<file path="config.mk">
export PLATFORM = sky130hd
export DESIGN_NAME = shared_pin_function_select
export DESIGN_NICKNAME = d
export VERILOG_FILES = /design/src/design/pinmux_pkg.sv /design/src/design/shared_pin_function_select.sv /design/src/design/pin_sync.sv
export SDC_FILE = /design/constraint.sdc
export NUM_CORES = 1
export LEC_CHECK = 0
export ABC_AREA = 0
export ABC_CLOCK_PERIOD_IN_PS = 4600
export BUFFER_PORTS_ARGS = -buffer_cell sky130_fd_sc_hd__buf_2
export CAP_MARGIN = 10
export CORE_MARGIN = 5
export CORE_UTILIZATION = 35
export DETAILED_ROUTE_END_ITERATION = 7
export PLACE_DENSITY = 0.63
export SYNTH_ARGS = -nofsm -noshare
export SYNTH_HDL_FRONTEND = slang
export SYNTH_SLANG_ARGS = --single-unit
</file>
<file path="constraint.sdc">
create_clock -name clock -period 4.6 [get_ports clock]
set_clock_uncertainty 0.2 [all_clocks]
set_input_delay 0.23 -clock clock [delete_from_list [all_inputs] [get_ports clock]]
set_output_delay 0.23 -clock clock [all_outputs]
set_load 0.02 [all_outputs]
</file>
<file path="src/design/pinmux_pkg.sv">
// constants and carrier types for the shared pin function selector
package pinmux_pkg;
    // register byte offsets
    localparam logic [7:0]  GPIO_ENABLE_OFFSET    = 8'h00;
    localparam logic [7:0]  GPIO_DIRECTION_OFFSET = 8'h04;
    localparam logic [7:0]  GPIO_OUTPUT_OFFSET    = 8'h08;
    localparam logic [7:0]  GPIO_INPUT_OFFSET     = 8'h0C;
    localparam logic [7:0]  PERIPH_CONFIG_OFFSET  = 8'h10;
    localparam logic [7:0]  CONFIG_LOCK_OFFSET    = 8'h14;
    localparam logic [7:0]  DEVICE_STATUS_OFFSET  = 8'h18;
    // unlock key for the peripheral configuration register
    localparam logic [31:0] UNLOCK_KEY            = 32'h10C0010C;
    // widths and field positions
    localparam int          GPIO_WIDTH            = 16;
    localparam int          GPIO_CLK4_BIT         = 1;
    localparam int          GPIO_CLK6_BIT         = 2;
    localparam int          GPIO_VCXO_BIT         = 8;
    localparam int          SHARED_LANES          = 8;
    localparam int          HOST_SHARED_WIDTH     = 16;
    localparam int          AUDIO_SEL_BIT         = 0;
    localparam int          VIDEO_SEL_BIT         = 1;
    localparam int          LOCK_STAT_BIT         = 0;
    localparam int          MAC_STAT_BIT          = 0;
    // reset values
    localparam logic [15:0] GPIO_ENABLE_RESET     = 16'h0000;
    localparam logic [15:0] GPIO_DIRECTION_RESET  = 16'h0000;
    localparam logic [15:0] GPIO_OUTPUT_RESET     = 16'h0000;
    localparam logic        LOCK_RESET            = 1'b1;
    // cycles until the synchronised strap is trusted
    localparam logic [1:0]  STRAP_SETTLE_CYCLES   = 2'h3;
    // bus responses
    localparam logic [1:0]  RESP_OKAY             = 2'h0;
    localparam logic [1:0]  RESP_SLVERR           = 2'h2;

    typedef struct packed {
        logic video_port1_select;
        logic audio_port0_select;
    } periph_cfg_t;

    localparam periph_cfg_t PERIPH_CONFIG_RESET = '{1'b0, 1'b0};

    // media independent interface, receive side: host bits 15..8
    typedef struct packed {
        logic       rx_clock;
        logic       carrier_sense;
        logic       rx_error;
        logic       rx_valid;
        logic [3:0] rx_data;
    } mii_rx_t;

    // transmit side inputs: host bits 6..5
    typedef struct packed {
        logic tx_clock;
        logic collision;
    } mii_tx_in_t;

    // transmit side outputs: host bits 4..0
    typedef struct packed {
        logic       tx_enable;
        logic [3:0] tx_data;
    } mii_tx_out_t;
endpackage : pinmux_pkg

</file>
<file path="src/design/shared_pin_function_select.sv">
// shared pin multiplexer with its axi4-lite configuration registers
//
// Behaviour
// [RQ1] after reset both clock pins carry the divided cpu clocks
// [RQ2] a set gpio enable bit hands its pin to gpio logic
// [RQ3] gpio direction zero makes an input, one a driven output
// [RQ4] vcxo pin carries control output unless gpio bit 8 enabled
// [RQ5] after reset the eight shared video/audio pins have no function
// [RQ6] video select connects pins as video port 1 upper data
// [RQ7] audio select connects pins as audio lanes 7..0, video off
// [RQ8] mac strap sampled at reset; one gives host pins to mii
// [RQ9] external drivers on address pins 18..0 hold reset level or float
// [RQ10] strap zero keeps mac powered down and host data on pins
// [RQ11] select writes need key unlock first; any config write relocks
// [RQ12] both selects set still give the shared pins to one function
//
// The AXI4-Lite register port and the placing of the registers are this design's own decisions.
`timescale 1ns/10ps
`default_nettype none
module shared_pin_function_select
    import pinmux_pkg::*;
(
    input  wire logic                         clock,
    input  wire logic                         resetn,
    // axi4-lite slave
    input  wire logic [7:0]                   awaddr,
    input  wire logic                         awvalid,
    output var  logic                         awready,
    input  wire logic [31:0]                  wdata,
    input  wire logic [3:0]                   wstrb,
    input  wire logic                         wvalid,
    output var  logic                         wready,
    output var  logic [1:0]                   bresp,
    output var  logic                         bvalid,
    input  wire logic                         bready,
    input  wire logic [7:0]                   araddr,
    input  wire logic                         arvalid,
    output var  logic                         arready,
    output var  logic [31:0]                  rdata,
    output var  logic [1:0]                   rresp,
    output var  logic                         rvalid,
    input  wire logic                         rready,
    // clock output pins
    input  wire logic                         cpu_div4_clock_out,
    input  wire logic                         cpu_div6_clock_out,
    output var  logic [1:0]                   clock_pin_out,
    output var  logic [1:0]                   clock_pin_oe,
    input  wire logic [1:0]                   clock_pin_in,
    // vcxo control pin
    input  wire logic                         vcxo_control_out,
    output var  logic                         vcxo_pin_out,
    output var  logic                         vcxo_pin_oe,
    input  wire logic                         vcxo_pin_in,
    // shared video/audio pins
    input  wire logic [SHARED_LANES-1:0]      video_port1_data_out,
    input  wire logic [SHARED_LANES-1:0]      video_port1_data_oe,
    output var  logic [SHARED_LANES-1:0]      video_port1_data_in,
    input  wire logic [SHARED_LANES-1:0]      audio_serial_data0_out,
    input  wire logic [SHARED_LANES-1:0]      audio_serial_data0_oe,
    output var  logic [SHARED_LANES-1:0]      audio_serial_data0_in,
    output var  logic [SHARED_LANES-1:0]      shared_pin_out,
    output var  logic [SHARED_LANES-1:0]      shared_pin_oe,
    input  wire logic [SHARED_LANES-1:0]      shared_pin_in,
    // host port upper data pins and mii
    input  wire logic [HOST_SHARED_WIDTH-1:0] host_port_data_out,
    input  wire logic [HOST_SHARED_WIDTH-1:0] host_port_data_oe,
    output var  logic [HOST_SHARED_WIDTH-1:0] host_port_data_in,
    output var  logic [HOST_SHARED_WIDTH-1:0] host_pin_out,
    output var  logic [HOST_SHARED_WIDTH-1:0] host_pin_oe,
    input  wire logic [HOST_SHARED_WIDTH-1:0] host_pin_in,
    output var  mii_rx_t                      mii_rx,
    output var  mii_tx_in_t                   mii_tx_in,
    input  wire mii_tx_out_t                  mii_tx_out,
    // strap and mac state
    input  wire logic                         ethernet_mac_strap,
    output var  logic                         ethernet_mac_enable,
    output var  logic                         ethernet_mac_power_down
);
    // bus state
    logic        aw_have_q, aw_have_d, w_have_q, w_have_d;
    logic [7:0]  awaddr_q, awaddr_d;
    logic [31:0] wdata_q, wdata_d;
    logic [3:0]  wstrb_q, wstrb_d;
    logic        bvalid_q, bvalid_d, rvalid_q, rvalid_d;
    logic [1:0]  bresp_q, bresp_d, rresp_q, rresp_d;
    logic [31:0] rdata_q, rdata_d;
    // configuration state
    logic [15:0] gpio_pin_enable_q, gpio_pin_enable_d;
    logic [15:0] gpio_pin_direction_q, gpio_pin_direction_d;
    logic [15:0] gpio_out_q, gpio_out_d;
    periph_cfg_t cfg_q, cfg_d;
    logic        locked_q, locked_d;
    logic [1:0]  settle_q, settle_d;
    logic        mac_q, mac_d;
    // synchronised pin inputs, write strobe and shared pin owners
    logic [3:0]  pin_sync_out;
    logic [15:0] gpio_in;
    logic        strap_sync;
    logic        do_write;
    logic        video_owns, audio_owns;

    pin_sync #(.WIDTH(4)) u_sync (
        .clock    (clock),
        .resetn   (resetn),
        .async_in ({ethernet_mac_strap, vcxo_pin_in, clock_pin_in}),
        .sync_out (pin_sync_out)
    );

    assign strap_sync = pin_sync_out[3];

    // gpio input view: only the bits that own a pin here
    always_comb begin
        gpio_in                = 16'h0000;
        gpio_in[GPIO_CLK4_BIT] = pin_sync_out[0];
        gpio_in[GPIO_CLK6_BIT] = pin_sync_out[1];
        gpio_in[GPIO_VCXO_BIT] = pin_sync_out[2];
    end

    assign awready  = !aw_have_q;
    assign wready   = !w_have_q;
    assign arready  = !rvalid_q;
    assign bvalid   = bvalid_q;
    assign bresp    = bresp_q;
    assign rvalid   = rvalid_q;
    assign rresp    = rresp_q;
    assign rdata    = rdata_q;
    // a write is done once address and data are both held and no response is pending
    assign do_write = aw_have_q && w_have_q && !bvalid_q;

    // next state of bus channels and registers
    always_comb begin
        aw_have_d            = aw_have_q;
        w_have_d             = w_have_q;
        awaddr_d             = awaddr_q;
        wdata_d              = wdata_q;
        wstrb_d              = wstrb_q;
        bvalid_d             = bvalid_q;
        bresp_d              = bresp_q;
        rvalid_d             = rvalid_q;
        rresp_d              = rresp_q;
        rdata_d              = rdata_q;
        gpio_pin_enable_d    = gpio_pin_enable_q;
        gpio_pin_direction_d = gpio_pin_direction_q;
        gpio_out_d           = gpio_out_q;
        cfg_d                = cfg_q;
        locked_d             = locked_q;
        if (awvalid && !aw_have_q) begin
            aw_have_d = 1'b1;
            awaddr_d  = awaddr;
        end
        if (wvalid && !w_have_q) begin
            w_have_d = 1'b1;
            wdata_d  = wdata;
            wstrb_d  = wstrb;
        end
        if (bvalid_q && bready) begin
            bvalid_d = 1'b0;
        end
        if (do_write) begin
            aw_have_d = 1'b0;
            w_have_d  = 1'b0;
            bvalid_d  = 1'b1;
            bresp_d   = RESP_OKAY;
            case ({awaddr_q[7:2], 2'h0})
                GPIO_ENABLE_OFFSET: begin
                    if (wstrb_q[0]) gpio_pin_enable_d[7:0] = wdata_q[7:0];
                    if (wstrb_q[1]) gpio_pin_enable_d[15:8] = wdata_q[15:8];
                end
                GPIO_DIRECTION_OFFSET: begin
                    if (wstrb_q[0]) gpio_pin_direction_d[7:0] = wdata_q[7:0];
                    if (wstrb_q[1]) gpio_pin_direction_d[15:8] = wdata_q[15:8];
                end
                GPIO_OUTPUT_OFFSET: begin
                    if (wstrb_q[0]) gpio_out_d[7:0] = wdata_q[7:0];
                    if (wstrb_q[1]) gpio_out_d[15:8] = wdata_q[15:8];
                end
                PERIPH_CONFIG_OFFSET: begin
                    // locked writes are dropped silently, but still relock
                    if (!locked_q && wstrb_q[0]) begin // RQ11
                        cfg_d.video_port1_select = wdata_q[VIDEO_SEL_BIT];
                        cfg_d.audio_port0_select = wdata_q[AUDIO_SEL_BIT];
                    end
                    locked_d = 1'b1; // RQ11
                end
                CONFIG_LOCK_OFFSET: begin
                    if (wstrb_q == 4'hF && wdata_q == UNLOCK_KEY) begin
                        locked_d = 1'b0; // RQ11
                    end
                end
                GPIO_INPUT_OFFSET, DEVICE_STATUS_OFFSET: ;
                default: bresp_d = RESP_SLVERR;
            endcase
        end
        if (rvalid_q && rready) begin
            rvalid_d = 1'b0;
        end
        if (arvalid && !rvalid_q) begin
            rvalid_d = 1'b1;
            rresp_d  = RESP_OKAY;
            rdata_d  = 32'h00000000;
            case ({araddr[7:2], 2'h0})
                GPIO_ENABLE_OFFSET:    rdata_d[15:0] = gpio_pin_enable_q;
                GPIO_DIRECTION_OFFSET: rdata_d[15:0] = gpio_pin_direction_q;
                GPIO_OUTPUT_OFFSET:    rdata_d[15:0] = gpio_out_q;
                GPIO_INPUT_OFFSET:     rdata_d[15:0] = gpio_in;
                PERIPH_CONFIG_OFFSET: begin
                    rdata_d[VIDEO_SEL_BIT] = cfg_q.video_port1_select;
                    rdata_d[AUDIO_SEL_BIT] = cfg_q.audio_port0_select;
                end
                CONFIG_LOCK_OFFSET:    rdata_d[LOCK_STAT_BIT] = locked_q;
                DEVICE_STATUS_OFFSET:  rdata_d[MAC_STAT_BIT] = mac_q;
                default:               rresp_d = RESP_SLVERR;
            endcase
        end
    end

    // strap capture once the synchroniser has filled
    always_comb begin
        settle_d = settle_q;
        mac_d    = mac_q;
        if (settle_q != STRAP_SETTLE_CYCLES) begin
            settle_d = settle_q + 2'h1;
            if (settle_d == STRAP_SETTLE_CYCLES) begin
                mac_d = strap_sync; // RQ8
            end
        end
    end

    // register stage only
    always_ff @(posedge clock or negedge resetn) begin
        if (!resetn) begin
            aw_have_q            <= 1'b0;
            w_have_q             <= 1'b0;
            awaddr_q             <= 8'h00;
            wdata_q              <= 32'h00000000;
            wstrb_q              <= 4'h0;
            bvalid_q             <= 1'b0;
            bresp_q              <= RESP_OKAY;
            rvalid_q             <= 1'b0;
            rresp_q              <= RESP_OKAY;
            rdata_q              <= 32'h00000000;
            gpio_pin_enable_q    <= GPIO_ENABLE_RESET; // RQ1
            gpio_pin_direction_q <= GPIO_DIRECTION_RESET;
            gpio_out_q           <= GPIO_OUTPUT_RESET;
            cfg_q                <= PERIPH_CONFIG_RESET; // RQ5
            locked_q             <= LOCK_RESET;
            settle_q             <= 2'h0;
            mac_q                <= 1'b0;
        end else begin
            aw_have_q            <= aw_have_d;
            w_have_q             <= w_have_d;
            awaddr_q             <= awaddr_d;
            wdata_q              <= wdata_d;
            wstrb_q              <= wstrb_d;
            bvalid_q             <= bvalid_d;
            bresp_q              <= bresp_d;
            rvalid_q             <= rvalid_d;
            rresp_q              <= rresp_d;
            rdata_q              <= rdata_d;
            gpio_pin_enable_q    <= gpio_pin_enable_d;
            gpio_pin_direction_q <= gpio_pin_direction_d;
            gpio_out_q           <= gpio_out_d;
            cfg_q                <= cfg_d;
            locked_q             <= locked_d;
            settle_q             <= settle_d;
            mac_q                <= mac_d;
        end
    end

    assign ethernet_mac_enable     = mac_q;
    assign ethernet_mac_power_down = !mac_q; // RQ10

    // clock pins: divided clocks unless gpio takes over
    always_comb begin
        clock_pin_out[0] = cpu_div4_clock_out;
        clock_pin_out[1] = cpu_div6_clock_out;
        clock_pin_oe     = 2'h3; // RQ1
        if (gpio_pin_enable_q[GPIO_CLK4_BIT]) begin // RQ2
            clock_pin_out[0] = gpio_out_q[GPIO_CLK4_BIT];
            clock_pin_oe[0]  = gpio_pin_direction_q[GPIO_CLK4_BIT]; // RQ3
        end
        if (gpio_pin_enable_q[GPIO_CLK6_BIT]) begin // RQ2
            clock_pin_out[1] = gpio_out_q[GPIO_CLK6_BIT];
            clock_pin_oe[1]  = gpio_pin_direction_q[GPIO_CLK6_BIT]; // RQ3
        end
    end

    // vcxo pin
    always_comb begin
        vcxo_pin_out = vcxo_control_out;
        vcxo_pin_oe  = 1'b1;
        if (gpio_pin_enable_q[GPIO_VCXO_BIT]) begin // RQ4
            vcxo_pin_out = gpio_out_q[GPIO_VCXO_BIT];
            vcxo_pin_oe  = gpio_pin_direction_q[GPIO_VCXO_BIT];
        end
    end

    // video wins a double select so the pins never see two drivers
    assign video_owns = cfg_q.video_port1_select; // RQ12
    assign audio_owns = cfg_q.audio_port0_select && !video_owns; // RQ12

    always_comb begin
        shared_pin_out        = '0; // RQ5
        shared_pin_oe         = '0;
        video_port1_data_in   = '0;
        audio_serial_data0_in = '0;
        if (video_owns) begin // RQ6
            shared_pin_out      = video_port1_data_out;
            shared_pin_oe       = video_port1_data_oe;
            video_port1_data_in = shared_pin_in;
        end else if (audio_owns) begin // RQ7
            shared_pin_out        = audio_serial_data0_out;
            shared_pin_oe         = audio_serial_data0_oe;
            audio_serial_data0_in = shared_pin_in;
        end
    end

    // host pins: bit 7 always stays with the host port
    always_comb begin
        host_pin_out      = host_port_data_out; // RQ10
        host_pin_oe       = host_port_data_oe;
        host_port_data_in = host_pin_in;
        mii_rx            = '0;
        mii_tx_in         = '0;
        if (mac_q) begin // RQ8
            mii_rx            = host_pin_in[15:8];
            mii_tx_in         = host_pin_in[6:5];
            host_pin_oe[15:8] = 8'h00;
            host_pin_oe[6:5]  = 2'h0;
            host_pin_out[4:0] = mii_tx_out;
            host_pin_oe[4:0]  = 5'h1F;
            host_port_data_in[15:8] = 8'h00;
            host_port_data_in[6:0]  = 7'h00;
        end
    end
endmodule : shared_pin_function_select
`default_nettype wire

</file>
<file path="src/design/pin_sync.sv">
// two-flop synchroniser for pin inputs, one stage pair per bit
`timescale 1ns/10ps
`default_nettype none
module pin_sync #(
    parameter int WIDTH = 1
) (
    input  wire logic             clock,
    input  wire logic             resetn,
    input  wire logic [WIDTH-1:0] async_in,
    output var  logic [WIDTH-1:0] sync_out
);
    logic [WIDTH-1:0] meta_q;

    // first stage feeds only the second stage
    for (genvar i = 0; i < WIDTH; i++) begin : g_bit
        always_ff @(posedge clock or negedge resetn) begin
            if (!resetn) begin
                meta_q[i]   <= 1'b0;
                sync_out[i] <= 1'b0;
            end else begin
                meta_q[i]   <= async_in[i];
                sync_out[i] <= meta_q[i];
            end
        end
    end
endmodule : pin_sync
`default_nettype wire

</file>
# --- After elaboration in Yosys (flattened, before gate mapping) ---
# Cells that the tools add are included.
totals:
  output_inout_bits: 139
  mem_bits_ro: 0
  mem_count: 0
  latch_bits: 0
  inputBits: 159
  register_bits: 130
  ram_bits: 0
  elab_cells: 117
op_classes:
  n_eq_ne: 17
  n_lt_le_gt_ge: 0
  add_sub_neg: 1
  reduce_logical: 35
  n_mul: 0
  mux: 35
  bitwise: 0
  n_div: 0
  n_shift: 0
op_table:
  columns: ["op", "count"]
  rows:
  - ["two-way mux 8 bit", 10]
  - ["one-hot mux 14 bit (4 select lines)", 1]
  - ["equality test 6 x 3 -> 1 bit, second input constant", 6]
  - ["equality test 32 x 29 -> 1 bit, second input constant", 1]
  - ["equality test 6 x 2 -> 1 bit, second input constant", 4]
  - ["AND reduction 3 bit", 8]
  - ["two-way mux 1 bit", 15]
  - ["two-way mux 7 bit", 2]
  - ["OR reduction 7 bit", 2]
  - ["equality test 6 x 1 -> 1 bit, second input constant", 2]
  - ["logical NOT 6 bit", 2]
  - ["logical AND 1 bit", 10]
  - ["nonzero test 2 bit", 5]
  - ["logical NOT 1 bit", 7]
  - ["two-way mux 2 bit", 3]
  - ["one-hot mux 1 bit (6 select lines)", 1]
  - ["two-way mux 5 bit", 1]
  - ["one-hot mux 1 bit (5 select lines)", 1]
  - ["equality test 4 bit, second input constant", 1]
  - ["inequality test 2 bit, second input constant", 2]
  - ["adder 2 x 1 -> 2 bit, second input constant", 1]
  - ["equality test 2 bit, second input constant", 1]
  - ["one-hot mux 1 bit (2 select lines)", 1]
  - ["AND reduction 2 bit", 1]

# --- Depth between registers and ports, before layout ---
logic_depth:
  depth_word: 4
  ltp_mapped: 6
  depth_no_buf: 4

# --- By module ---
# Synthesis repeated with hierarchy kept, for this count alone.
unflattened:
  cells_unflattened: 477
  hier_area_um2: 6053.3
modules_own_cells:
  columns: ["mod", "area_per_inst_um2", "cells_each", "seq_area_each_um2", "instances"]
  rows:
  - ["shared_pin_function_select", 5853.1, 469, 2954.1, 1]
  - ["pin_sync", 200.2, 8, 200.2, 1]

# --- Least setup slack after synthesis ---
# No wires, ideal clock.
synth_path:
  path_kind: "register to register"
  startpoint: "reg bvalid_q, in the netlist bvalid"
  endpoint: "reg gpio_pin_enable_q[1]"
  arrival_ns: 1.630
  synth_period_minus_slack_ns: 1.958
  path_buffers: 0
  slack_ns: 2.642
  t_required_ns: 4.272
  path_stages_with_launch: 5
  setup_ns: 0.128
  cell_sequence: "dfrtp_1 > nand3b_1 > nor4_4 > nand2_2 > mux2_1"
synth_via:
  elab_chain_cells: 3
synth_rtl:
  columns: ["item", "line_no", "text"]
  rows:
  - ["start: declaration", "shared_pin_function_select.sv:84", "logic bvalid_q, bvalid_d, rvalid_q, rvalid_d;"]
  - ["start signal: assignment", "shared_pin_function_select.sv:255", "bvalid_q <= bvalid_d;"]
  - ["logical NOT 1 bit", "shared_pin_function_select.sv:128", "assign do_write = aw_have_q && w_have_q && !bvalid_q;"]
  - ["logical AND 1 bit", "shared_pin_function_select.sv:128", null]
  - ["AND reduction 3 bit (no source line)", null, null]
  - ["end signal: assignment", "shared_pin_function_select.sv:260", "gpio_pin_enable_q <= gpio_pin_enable_d;"]
  - ["end: declaration", "shared_pin_function_select.sv:88", "logic [15:0] gpio_pin_enable_q, gpio_pin_enable_d;"]
# No other way between the ends.
# A chain may end at the register's enable or synchronous reset.

# --- Worst setup path in the final report ---
layout_path:
  startpoint: "reg cfg_q[0] (netlist name)"
  endpoint: "out shared_pin_out[7]"
layout_via:
  elab_chain_cells: 3
layout_rtl:
  columns: ["item", "line_no", "text"]
  rows:
  - ["start: declaration", "shared_pin_function_select.sv:91", "periph_cfg_t cfg_q, cfg_d;"]
  - ["start signal: assignment", "shared_pin_function_select.sv:263", "cfg_q <= cfg_d;"]
  - ["logical AND 1 bit", "shared_pin_function_select.sv:300", "assign audio_owns = cfg_q.audio_port0_select && !video_owns;"]
  - ["two-way mux 8 bit", "shared_pin_function_select.sv:311", "end else if (audio_owns) begin"]
  - ["two-way mux 8 bit", "shared_pin_function_select.sv:307", "if (video_owns) begin"]
  - ["end: declaration", "shared_pin_function_select.sv:61", "output var logic [SHARED_LANES-1:0] shared_pin_out,"]
# No other way between the ends.

==> summary.txt <==
WP data required -> 4.17 ns
TNS Setup -> 0 ns
DP HPWL -> 12200 um
Chip Width -> 142 um
Crit Path Max Fanout -> 14
Detailed Routing Iterations Pass 1 -> 4
initial drt markers -> 202
starting density of the core -> 35.4%
Mapped Area -> 6060 um2
Rel. slew slack -> 20.8%
Synth Instances -> 501
final period utilization -> 57.3%
DR vias/cell -> 4.75
Boundary Pins -> 298
maximum clock rate -> 0.379 GHz
VDD IR max -> 390 uV
Worst-path clk slew -> 0.06 ns
post-synthesis async set-or-reset flop share -> 100%
GP Congestion -> 0.714
pin count of the biggest net entering global routing -> 44
status -> finished, final reports clean
Root Buffer -> clkbuf_16
ys flop type -> dfrtp_1
CP Cell Sequence -> nor2b_1 -> a22o_1 -> buf_2
# DRC -> 0
initial antenna violation count -> 0
Final Hold Vio Count -> 0
Non-Filler Instances -> 1023
count of clock tree sinks -> 126
crit path DAT -> 2.21 ns
Die Area -> 20000 um2
placed cells -> 940
EDFF count, synth -> 0
max_cap viols -> 0
FF+latch count, synth -> 126
n_diodes -> 0
Crit. End Element -> primary output
worst hold path type -> in -> reg
vias in the first global route -> 4894
Pleak -> 4.28 nW
crit path kind -> reg -> out
Die Ht -> 142 um
pwr/cell area -> 498 nW/um2
Post-CTS Setup Repair Bufs -> 0
CTS tree -> yes
routed vias -> 4858
Slew Limit Fails -> 0
FP Rows -> 48
Max clock buf depth -> 2
CP peak stage delay -> 0.70 ns
Total Nets Final -> 946
first-pass GRT wire length -> 26300 um
Worst-Margin Slew -> 1.18 ns
grt total ovfl -> 0
Critical-path top delay cell -> nor2b_1
# setup viols final -> 0
Mean Syn Cell Area -> 12.1 um2
GRT Overall Usage -> 16.6%
core area -> 17100 um2
cts bufs inserted -> 17
total wire length -> 16800 um
# port buffers -> 249
post-cts sizing count -> 0
startpoint types -> flop
ANT nets after route -> 0
H-tree lvl count -> 4
synth warn -> 0
RSZ-0062 raised after global routing -> no
layout overhead on the synthesized area -> 40.5%
Synth cell types -> 47
Avg WL per Cell -> 16.5 um
crit path time final -> 2.64 ns
register area share after synthesis -> 52.1%
Clock Latency Late Sink -> 0.41 ns
fraction of layout cells with a size suffix above 1 -> 50.5%
-- cells in the mapped netlist, types with 4 or more instances --
cell / n / area share, %
a22o_1: 8 / 1.2
clkbuf_1: 20 / 1.2
a22oi_1: 12 / 1.5
mux2_2: 97 / 18
and2_1: 26 / 2.7
nor2b_1: 32 / 3.3
nor2_1: 15 / 0.93
a221o_1: 12 / 2.0
o21ai_0: 20 / 1.7
nand2b_1: 5 / 0.52
nand2_1: 27 / 1.7
inv_1: 8 / 0.50
a31oi_1: 4 / 0.41
buf_4: 32 / 4.0
or2_2: 5 / 0.52
dfrtp_1: 125 / 52
-- cell type report --
cell class | count | area [um2]
Clock buffer | 22 | 484
Clock inverter | 10 | 159
Fill cell | 1557 | 8600
Inverter | 8 | 30.0
Multi-Input combinational cell | 327 | 2610
Sequential cell | 126 | 3150
Tap cell | 225 | 282
Timing Repair Buffer | 305 | 1800
-- routing by layer --
metal,track usage [%],up-vias,wire [um]
met3,5.59,20,1260
met5,0,-,0
met2,25.7,183,7950
li1,-,2286,-
met4,3.23,0,157
met1,22.8,2369,7470
-- metrics by stage --
stage          hold slack (ns)  utilization (%)  total power (W)  setup slack, ns  instance area [um2]
2_1_floorplan           -0.266                -          0.00247             2.64                 6120
3_3_place_gp            0.0473             43.0          0.00275             2.31                 7360
3_5_place_dp            0.0511             43.0          0.00279             2.30                 7360
4_1_cts                0.00580             49.8          0.00428             1.95                 8520
5_1_grt                 0.0502             49.8          0.00448             1.79                 8520
6_report                0.0240             49.8          0.00424             1.96                 8520
-- cell usage in the layout (no fill, tap or decap), types with 5 or more instances in the layout --
master / instances
buf_2: 248
dfrtp_1: 125
mux2_2: 97
dlygate4sd3_1: 51
nor2b_1: 31
nand2_1: 27
and2_1: 26
o21ai_0: 20
conb_1: 18
clkbuf_16: 17
nor2_1: 15
a22oi_1: 12
a221o_1: 12
a22o_1: 8
inv_1: 8
buf_4: 6
or2_2: 5
nand2b_1: 5
-- power breakdown --
part | switching [W] | internal [W] | total [W] | leakage [nW]
registers | 0.000324 | 0.00151 | 0.00184 | 1.61
logic | 0.000414 | 0.000542 | 0.000957 | 2.36
clock network | 0.000484 | 0.000962 | 0.00145 | 0.312
-- flip-flops by register name, summed over array words and instances (netlist names), 2 cells and up --
| name | cells |
|---|---|
| awaddr_q | 6 |
| wstrb_q | 4 |
| gpio_pin_direction_q | 16 |
| settle_q | 2 |
| wdata_q | 32 |
| rdata | 16 |
| gpio_out_q | 16 |
| u_sync.sync_out | 4 |
| gpio_pin_enable_q | 16 |
| u_sync.meta_q | 4 |
-- cells by family (layout without fill, tap and decap cells) --
kind of cell / Yosys count / after routing / synth area share, %
buffers and inverters: 65 / 345 / 6.05
and+or+nand+nor: 137 / 137 / 13.8
muxes: 105 / 105 / 19.8
adders and majority gates: 2 / 2 / 0.413
xor gates and xnor gates: 1 / 1 / 0.145
AOI/OAI and AO/OA: 64 / 64 / 7.70
DFF: 126 / 126 / 52.1
other: 1 / 18 / 0.0619
-- worst max-delay path, delay by kind of cell (launching register included) --
family | cells | cell delay (ns)
buffers and inverters | 1 | 0.17
AND/OR/NAND/NOR | 1 | 0.70
AO/OA/AOI/OAI | 1 | 0.26
flip-flops | 1 | 0.65
-- worst paths after layout --
path,start,end,slack (ns),cells after the start
setup / recovery,cfg_q[0],shared_pin_out[7],1.96,3
hold / removal,araddr[6],rresp[1],0.02,4
setup reg to reg,rvalid,rdata[3],2.32,5
hold reg to reg,u_sync.meta_q[3],u_sync.sync_out[3],0.15,0
max in group asynchronous,resetn,locked_q,3.09,3
min in group asynchronous,resetn,gpio_pin_enable_q[10],0.14,2
-- timing repair --
item | in CTS | in global routing
endpoints found under the hold margin | 90 | 0
endpoints found under the setup margin | 0 | 0
hold buffers | 51 | 0
(Power assumes the default switching activity.)
